**src/rtl/ldm_pkg.sv**
```systemverilog
// constants for the led driver status and configuration map
// shared by the top module and the bench; the only logic is the period decode
package ldm_pkg;
  // channel and word sizes
  localparam int N_CH = 24;
  localparam int GRP_CH = 8;
  localparam int CFG_W = 216;
  localparam int SID_W = 288;
  localparam int DC_W = 7;
  // field positions inside the 288-bit word
  localparam int DC_LSB = 0;
  localparam int DC_MSB = 167;
  localparam int BC_LSB = 168;
  localparam int BC_W = 24;
  localparam int FC_LSB = 192;
  localparam int FC_W = 7;
  localparam int UD_LSB = 199;
  localparam int UD_W = 17;
  localparam int RSV_W = 23;
  localparam int TEF_BIT = 239;
  localparam int SHORT_LSB = 240;
  localparam int OPEN_LSB = 264;
  // function control bits, relative to FC_LSB
  localparam int FC_RANGE = 0;
  localparam int FC_AUTO = 3;
  localparam int FC_DTR = 4;
  localparam int FC_MODE = 5;
  // timing in colour grayscale clock pulses
  localparam logic [12:0] FLAG_CAPTURE = 13'h0021;
  localparam logic [12:0] PERIOD_12 = 13'h1000;
  localparam logic [12:0] PERIOD_10 = 13'h0400;
  localparam logic [12:0] PERIOD_8 = 13'h0100;
  localparam logic [12:0] FIRST_PULSE = 13'h0001;
  // synchroniser lanes for the link pins
  localparam int PIN_BLANK = 0;
  localparam int PIN_LAT = 1;
  localparam int PIN_GCK = 2;
  localparam int PIN_SCK = 5;
  localparam int PIN_W = 6;
  // register map, word indices (byte address bits 7:2)
  localparam int CFG_WORDS = 7;
  localparam logic [5:0] IDX_STAT = 6'h07;
  localparam logic [5:0] IDX_SHORT = 6'h08;
  localparam logic [5:0] IDX_OPEN = 6'h09;
  localparam logic [1:0] RESP_OKAY = 2'h0;
  localparam logic [1:0] RESP_SLVERR = 2'h2;

  // output on-time period for the counter mode field
  function automatic logic [12:0] period(input logic [1:0] mode);
    if (!mode[1]) begin
      return PERIOD_12;
    end
    return mode[0] ? PERIOD_8 : PERIOD_10;
  endfunction
endpackage

```
**src/rtl/ldm_top.sv**
```systemverilog
// status and configuration side of a 24-channel constant-current led driver
// assumes an axi4-lite master on sys_clk and a display controller whose link
// pins and comparator levels are asynchronous to sys_clk
//
// Summary of operation
// - 7-bit trim per channel, bits 0..167
// - 8-bit brightness per colour, bits 168..191
// - function control field at bits 198..192
// - 17-bit user field, no effect
// - bits 238..216 reserved, read as zero
// - thermal flag at bit 239, one hot
// - short flags at bits 240..263
// - open flags at bits 264..287
// - capture flags at 33rd colour pulse
// - over-temperature sets flag, outputs off
// - shutdown lasts until cool and new cycle
// - flag clears on latch pulse when cool
// - outputs return at next period first pulse
// - internal release equals external blanking release
// - four staggered sub-groups per colour
// - each colour timed by its own clock
// - status loads on latch, shifts out serially
//
// Register access over AXI4-Lite and the address map are this design's own decisions.
`timescale 1ns/10ps
module ldm_top (
  // system
  input wire logic sys_clk,
  input wire logic rst,
  // axi4-lite write channels
  input wire logic [7:0] s_axi_awaddr,
  input wire logic s_axi_awvalid,
  output logic s_axi_awready,
  input wire logic [31:0] s_axi_wdata,
  input wire logic [3:0] s_axi_wstrb,
  input wire logic s_axi_wvalid,
  output logic s_axi_wready,
  output logic [1:0] s_axi_bresp,
  output logic s_axi_bvalid,
  input wire logic s_axi_bready,
  // axi4-lite read channels
  input wire logic [7:0] s_axi_araddr,
  input wire logic s_axi_arvalid,
  output logic s_axi_arready,
  output logic [31:0] s_axi_rdata,
  output logic [1:0] s_axi_rresp,
  output logic s_axi_rvalid,
  input wire logic s_axi_rready,
  // display link pins
  input wire logic blanking_n_input,
  input wire logic grayscale_latch_pulse,
  input wire logic [2:0] colour_grayscale_clocks,
  input wire logic grayscale_shift_clock,
  output logic grayscale_serial_out,
  // analogue side
  input wire logic [23:0] open_cmp_in,
  input wire logic [23:0] short_cmp_in,
  input wire logic over_temp_in,
  output logic [23:0] channel_on,
  output logic [167:0] per_channel_current_trim,
  output logic [23:0] group_brightness,
  output logic [2:0] dc_high_range
);

  typedef struct packed {
    logic [5:0] p1;
    logic [5:0] p2;
    logic [5:0] p3;
    logic [48:0] a1;
    logic [48:0] a2;
    logic [215:0] cfg;
    logic thermal_error_flag;
    logic thermal_shutdown;
    logic [2:0] run;
    logic [2:0] act;
    logic [2:0][12:0] cnt;
    logic [2:0][3:0] stg;
    logic [23:0] on;
    logic [23:0] opn;
    logic [23:0] sht;
    logic [287:0] sr;
    logic sout;
    logic aw_h;
    logic w_h;
    logic [7:0] aw_a;
    logic [31:0] w_d;
    logic [3:0] w_s;
    logic awr;
    logic wr;
    logic bv;
    logic [1:0] br;
    logic arr;
    logic rv;
    logic [1:0] rr;
    logic [31:0] rd;
  } ldm_state_s;

  ldm_state_s q;
  ldm_state_s d;

  // register read mux; unmapped words read zero with an error response
  function automatic logic [31:0] rd_word(input ldm_state_s s, input logic [5:0] idx);
    logic [223:0] padded;
    padded = {8'h00, s.cfg};
    if (int'(idx) < ldm_pkg::CFG_WORDS) begin
      return padded[int'(idx) * 32 +: 32];
    end
    case (idx)
      ldm_pkg::IDX_STAT: return {24'h000000, s.act, s.run, s.thermal_shutdown, s.thermal_error_flag};
      ldm_pkg::IDX_SHORT: return {8'h00, s.sht};
      ldm_pkg::IDX_OPEN: return {8'h00, s.opn};
      default: return 32'h00000000;
    endcase
  endfunction

  // next-state logic for the whole block
  always_comb begin
    logic [5:0] rise;
    logic ot;
    logic blank_hi;
    logic rel;
    logic auto_on;
    logic [12:0] n;
    logic [12:0] per;
    int base;
    n = '0;
    base = 0;
    d = q;
    // two-stage synchronisers; the edge detect looks only at p2 and p3
    d.p1 = {grayscale_shift_clock, colour_grayscale_clocks, grayscale_latch_pulse,
            blanking_n_input};
    d.p2 = q.p1;
    d.p3 = q.p2;
    d.a1 = {over_temp_in, short_cmp_in, open_cmp_in};
    d.a2 = q.a1;
    rise = q.p2 & ~q.p3;
    ot = q.a2[48];
    blank_hi = q.p2[ldm_pkg::PIN_BLANK];
    auto_on = q.cfg[ldm_pkg::FC_LSB + ldm_pkg::FC_AUTO];
    per = ldm_pkg::period(q.cfg[ldm_pkg::FC_LSB + ldm_pkg::FC_MODE +: 2]);
    // latch with timing reset behaves as a blanking pulse and release
    rel = rise[ldm_pkg::PIN_BLANK] |
          (rise[ldm_pkg::PIN_LAT] & q.cfg[ldm_pkg::FC_LSB + ldm_pkg::FC_DTR]);

    // thermal flag: a hot sample beats the latch clear
    if (ot) begin
      d.thermal_error_flag = 1'b1;
      d.thermal_shutdown = 1'b1;
    end else if (rise[ldm_pkg::PIN_LAT]) begin
      d.thermal_error_flag = 1'b0;
    end
    // shutdown releases only at a new cycle start while cool
    if (rel && !ot) begin
      d.thermal_shutdown = 1'b0;
    end

    // per colour display timing, each from its own clock
    for (int g = 0; g < 3; g++) begin
      if (!blank_hi && !rel) begin
        d.run[g] = 1'b0;
        d.act[g] = 1'b0;
        d.cnt[g] = '0;
      end else if (rel) begin
        d.run[g] = 1'b1;
        d.act[g] = 1'b0;
        d.cnt[g] = '0;
      end else if (q.run[g] && rise[ldm_pkg::PIN_GCK + g]) begin
        n = q.cnt[g] + ldm_pkg::FIRST_PULSE;
        d.cnt[g] = n;
        if (n == ldm_pkg::FIRST_PULSE) begin
          d.act[g] = !q.thermal_shutdown;
        end
        if (n == ldm_pkg::FLAG_CAPTURE) begin
          d.opn[g * ldm_pkg::GRP_CH +: 8] = q.a2[g * ldm_pkg::GRP_CH +: 8];
          d.sht[g * ldm_pkg::GRP_CH +: 8] = q.a2[ldm_pkg::N_CH + g * 8 +: 8];
        end
        if (n == per) begin
          d.act[g] = 1'b0;
          if (auto_on) begin
            d.cnt[g] = '0;
            if (!ot) begin
              d.thermal_shutdown = 1'b0;
            end
          end else begin
            d.run[g] = 1'b0;
          end
        end
      end
      if (ot) begin
        d.act[g] = 1'b0;
      end
      // one sys_clk step between sub-groups keeps inrush down
      d.stg[g] = {q.stg[g][2:0], q.act[g]};
      for (int k = 0; k < 4; k++) begin
        d.on[g * 8 + k] = q.stg[g][k] & ~d.thermal_shutdown;
        d.on[g * 8 + k + 4] = q.stg[g][k] & ~d.thermal_shutdown;
      end
    end

    // status readback: reserved bits forced to zero
    if (rise[ldm_pkg::PIN_LAT]) begin
      d.sr = {q.opn, q.sht, q.thermal_error_flag, {ldm_pkg::RSV_W{1'b0}}, q.cfg};
    end else if (rise[ldm_pkg::PIN_SCK]) begin
      d.sr = {q.sr[ldm_pkg::SID_W - 2:0], 1'b0};
    end
    d.sout = d.sr[ldm_pkg::SID_W - 1];

    // axi write: address and data held independently
    if (s_axi_awvalid && q.awr) begin
      d.aw_h = 1'b1;
      d.aw_a = s_axi_awaddr;
    end
    if (s_axi_wvalid && q.wr) begin
      d.w_h = 1'b1;
      d.w_d = s_axi_wdata;
      d.w_s = s_axi_wstrb;
    end
    if (q.bv && s_axi_bready) begin
      d.bv = 1'b0;
    end
    if (q.aw_h && q.w_h && !q.bv) begin
      d.aw_h = 1'b0;
      d.w_h = 1'b0;
      d.bv = 1'b1;
      d.br = ldm_pkg::RESP_SLVERR;
      if (int'(q.aw_a[7:2]) < ldm_pkg::CFG_WORDS) begin
        d.br = ldm_pkg::RESP_OKAY;
        for (int b = 0; b < 4; b++) begin
          base = int'(q.aw_a[7:2]) * 32 + b * 8;
          if (q.w_s[b] && base < ldm_pkg::CFG_W) begin
            d.cfg[base +: 8] = q.w_d[b * 8 +: 8];
          end
        end
      end
    end
    d.awr = !d.aw_h && !d.bv;
    d.wr = !d.w_h && !d.bv;

    // axi read: one outstanding, answered the cycle after the address
    if (q.rv && s_axi_rready) begin
      d.rv = 1'b0;
    end
    if (s_axi_arvalid && q.arr) begin
      d.rv = 1'b1;
      d.rd = rd_word(q, s_axi_araddr[7:2]);
      d.rr = (s_axi_araddr[7:2] > ldm_pkg::IDX_OPEN) ? ldm_pkg::RESP_SLVERR
                                                     : ldm_pkg::RESP_OKAY;
    end
    d.arr = !d.rv;

    if (rst) begin
      d = '0;
    end
  end

  // the single state register
  always_ff @(posedge sys_clk) begin
    q <= d;
  end

  // outputs straight from the state register
  assign s_axi_awready = q.awr;
  assign s_axi_wready = q.wr;
  assign s_axi_bvalid = q.bv;
  assign s_axi_bresp = q.br;
  assign s_axi_arready = q.arr;
  assign s_axi_rvalid = q.rv;
  assign s_axi_rdata = q.rd;
  assign s_axi_rresp = q.rr;
  assign grayscale_serial_out = q.sout;
  assign channel_on = q.on;
  assign per_channel_current_trim = q.cfg[ldm_pkg::DC_MSB:ldm_pkg::DC_LSB];
  assign group_brightness = q.cfg[ldm_pkg::BC_LSB +: ldm_pkg::BC_W];
  assign dc_high_range = q.cfg[ldm_pkg::FC_LSB + ldm_pkg::FC_RANGE +: 3];
endmodule // ldm_top

```
**config.mk**
```make
export PLATFORM = sky130hd
export DESIGN_NAME = ldm_top
export DESIGN_NICKNAME = d
export VERILOG_FILES = /design/src/rtl/ldm_pkg.sv /design/src/rtl/ldm_top.sv
export SDC_FILE = /design/constraint.sdc
export NUM_CORES = 2
export LEC_CHECK = 0
export BUFFER_PORTS_ARGS = -buffer_cell sky130_fd_sc_hd__buf_2
export CORE_MARGIN = 1.5
export CORE_UTILIZATION = 38
export DETAILED_ROUTE_END_ITERATION = 16
export GPL_TIMING_DRIVEN = 0
export PLACE_DENSITY_LB_ADDON = 0.15
export SYNTH_ARGS = -nofsm -noshare
export SYNTH_HDL_FRONTEND = slang
export SYNTH_SLANG_ARGS = --single-unit
```
**constraint.sdc**
```tcl
create_clock -name sys_clk -period 3.8 [get_ports sys_clk]
set_input_delay 0.38 -clock sys_clk [delete_from_list [all_inputs] [get_ports sys_clk]]
set_output_delay 0.38 -clock sys_clk [all_outputs]
set_load 0.05 [all_outputs]
```
==> results.cfg <==
[synth]
ys.flop_type = dfxtp_1
synth.avg_cell_area_sq_um = 8.27
ys_top_cells_by_area = dfxtp_1 46%, nand2_1 8.6%, nor2_1 6.6%
yosys_warnings = 0
synth.distinct_cells = 77
synth_top_cell_area_share_pct = 45.6
synth_top_area_cell = dfxtp_1
synthArstFlopShare_pct = 0
syn_inst = 4364
syn-cell-area_sq_um = 36100
synth-seq-cells = 822
ys_seq_area_share_pct = 45.6
synth_edf_count = 0

[drt]
via_per_inst = 5.45
remaining_drc_errors = 0
drt-total-wl_mm = 143
first_pass_iters = 5
routedWlPerCell_um = 22.9
vias = 34100
ant_nets = 0
drt_iter0_drc = 3583

[grt]
grt_first_pass_wirelength_mm = 206
gr-total-overflow = 0
first_global_vias = 31200
gr-usage-all-layers_pct = 28.4
grt_max_degree = 14
grt_antenna_before_repair = 3

[sta]
grt_setup_unrepaired = no
skew_ns = 0.0325
hold_viol_final = 0
setup_viol = 0
min_period_ns = 3.68
finalCritPeriodShare_pct = 96.8
worst_slack_ns = 0.122
worst_slew_pin_slew_ns = 1.40
slew_viol_final = 0
fmax_mhz = 272
maxSlewHeadroom_pct = 6.34

[placement]
port_buffers = 364
place_ws_ns = -0.880
routabilityCongestion = 0.975
hpwlAfterDp_mm = 109
placed_cells = 5983

[power]
power.density_nw_per_um2 = 446
peakVddDrop_uv = 379
p_leak_nw = 17.0

[worst_setup_path]
slowest_stage = clkbuf_2
critical_path_required_ns = 4.32
path_max_fanout = 10
critical_path_class = reg -> reg
slowest_delay_ns = 0.41
critPathLaunchType = flip-flop
path_common_cell = clkbuf_2
timing.rr.start = q[79]
worstSetupEndpointType = flip-flop
cp_cell_sequence = clkbuf_2, inv_2, clkbuf_2, clkbuf_2, ha_1, nor2b_1, a21o_1, a221oi_1, a2111oi_4, buf_4, nand3_2, clkbuf_1, nand3b_1, o21ai_0
ff2ff_path_depth = 14
critPathTopFamily = buffers and inverters
path_buf_inv = 6
endpoint = q[706]
path_depth = 14
cp.arrival_ns = 4.19
cp-startpoint = q[79]
r2r_end = q[706]
r2r_setup_slack_ns = 0.12

[outcome]
status = complete, no violations

[die]
core.rowCount = 112
die_h_um = 311
core_area_sq_um = 93700
initial_utilization_pct = 38.5
ioPinCount = 375
die_x_um = 311
die_area_sq_um = 96900

[layout]
layout-drive-gt1-share_pct = 17.5
fin_nets = 5040
syn_to_final_growth_pct = 20.6
final_cells = 6248

[clock_tree]
cts_buffers = 91
insertion_delay_ns = 0.66
cts_sinks = 822
cts_tree = built
htree_levels = 3
clock_path_buffers = 3
clockRootBuffer = clkbuf_16
clkTransAtPathRegs_ns = 0.06

[min_path]
hold_class = in -> reg

[run]
max_cap_violations = 0
kinds of logic (layout without fill, tap and decap cells):
kind of cell / Yosys count / count (layout) / share of synthesized area (%)
simple gates: 1976 / 1976 / 23.7
flops: 822 / 822 / 45.6
compound gates: 684 / 684 / 13.3
buf+inv: 623 / 1249 / 9.18
mux: 201 / 201 / 6.73
xor+xnor: 44 / 44 / 1.07
fa+ha+maj: 13 / 13 / 0.444
other cells: 1 / 5 / 0.0104
through the flow:
| step | hold slack [ns] | setup TNS (ns) | utilization [%] | total power [mW] | instance area (sq um) |
|---|---|---|---|---|---|
| after floorplan | 0.397 | 0 | - | 9.91 | 36100 |
| after global placement | 0.418 | -35.14 | 42.1 | 10.4 | 39500 |
| after detailed placement | 0.420 | -35.58 | 42.1 | 10.4 | 39500 |
| after CTS | 0.00107 | 0 | 46.4 | 19.5 | 43500 |
| after global routing | 0.00901 | 0 | 46.4 | 20.0 | 43500 |
| final | 0.0177 | 0 | 46.4 | 19.4 | 43500 |
power breakdown:
group / total [mW] / internal, mW / switching (mW)
Sequential: 8.99 / 8.86 / 0.127
Clock: 9.11 / 5.34 / 3.76
Combinational: 1.31 / 0.411 / 0.904
routing by layer:
layer  GRT usage (%)  vias up  routed length [um]
met5               0        -                   0
met4            12.1        0                5960
met3            5.90      267               14000
met2            42.6     1532               61300
met1            39.5    16500               61700
li1                -    15800                   -
state kept, by name, indices dropped and copies added, names as in the netlist:
| register | count |
|---|---|
| s_axi_rresp | 1 |
| q | 576 |
| s_axi_awready | 1 |
| s_axi_rvalid | 1 |
| dc_high_range | 3 |
| s_axi_rdata | 32 |
| s_axi_wready | 1 |
| per_channel_current_trim | 168 |
| s_axi_arready | 1 |
| s_axi_bresp | 1 |
| s_axi_bvalid | 1 |
| group_brightness | 24 |
| channel_on | 12 |
worst min-delay path, delay by kind of cell:
family                 cells  cell delay [ns]
AOI/OAI and AO/OA          1             0.06
buffers and inverters      1             0.10
and+or+nand+nor            1             0.07
area by class of cell:
| class | count | area [sq um] |
|---|---|---|
| fill | 9344 | 50200 |
| sequential | 822 | 16500 |
| multi-input combinational | 2920 | 16400 |
| buffer | 600 | 3240 |
| timing repair buffer | 456 | 2730 |
| clock buffer | 131 | 2690 |
| tap | 1254 | 1570 |
| clock inverter | 39 | 400 |
| inverter | 23 | 86.3 |
| antenna | 3 | 7.51 |
worst min path at each step:
stage | start | to | depth (start not counted)
floorplan | q[455] | channel_on[15] | 2
global placement | q[820] | q[771] | 1
detailed placement | q[779] | q[730] | 1
CTS | s_axi_wstrb[3] | q[44] | 3
global route | s_axi_wstrb[3] | q[44] | 3
finish | s_axi_wdata[12] | q[57] | 3
Yosys cell counts, drive strengths merged, types with 7 or more instances:
cell type / count
a2111oi: 8
a211oi: 7
a21oi: 243
a221oi: 13
a22oi: 10
a311oi: 265
a31oi: 10
and2: 8
and3: 12
buf: 298
clkbuf: 302
dfxtp: 822
ha: 12
inv: 22
mux2: 13
mux2i: 156
mux4: 32
nand2: 829
nand2b: 13
nand3: 86
nand3b: 23
nand4: 24
nor2: 635
nor2b: 154
nor3: 136
nor3b: 7
nor4: 11
o211ai: 7
o21ai: 66
o22ai: 9
o31ai: 9
or3: 9
or4: 7
xnor2: 23
xor2: 21
placed cells by master (no fill, tap or decap), types with 9 or more instances in the layout:
master | netlist | routed
a21oi_1 | 243 | 243
a221oi_1 | 13 | 13
a22oi_1 | 10 | 10
a311oi_1 | 265 | 265
a31oi_1 | 10 | 10
and3_1 | 12 | 12
buf_1 | 27 | 26
buf_2 | 16 | 380
buf_4 | 255 | 259
clkbuf_1 | 302 | 312
clkbuf_16 | 0 | 92
clkbuf_8 | 0 | 24
clkinv_2 | 0 | 22
dfxtp_1 | 822 | 822
dlygate4sd3_1 | 0 | 88
ha_1 | 12 | 12
inv_1 | 21 | 21
mux2_2 | 13 | 13
mux2i_1 | 156 | 156
mux4_2 | 32 | 32
nand2_1 | 828 | 828
nand2b_1 | 13 | 13
nand3_1 | 84 | 84
nand3b_1 | 23 | 23
nand4_1 | 23 | 23
nor2_1 | 634 | 634
nor2b_1 | 154 | 154
nor3_1 | 134 | 134
nor4_1 | 9 | 9
o21ai_0 | 63 | 63
o22ai_1 | 9 | 9
o31ai_1 | 9 | 9
or3_1 | 9 | 9
xnor2_1 | 23 | 23
xor2_1 | 21 | 21
what timing repair did:
item	in CTS	in global routing
pin swaps	1	1
setup buffers	2	2
hold endpoints to repair	88	0
hold buffers	88	0
resized for setup	4	7
setup endpoints to repair	59	65
(Power assumes the default switching activity.)
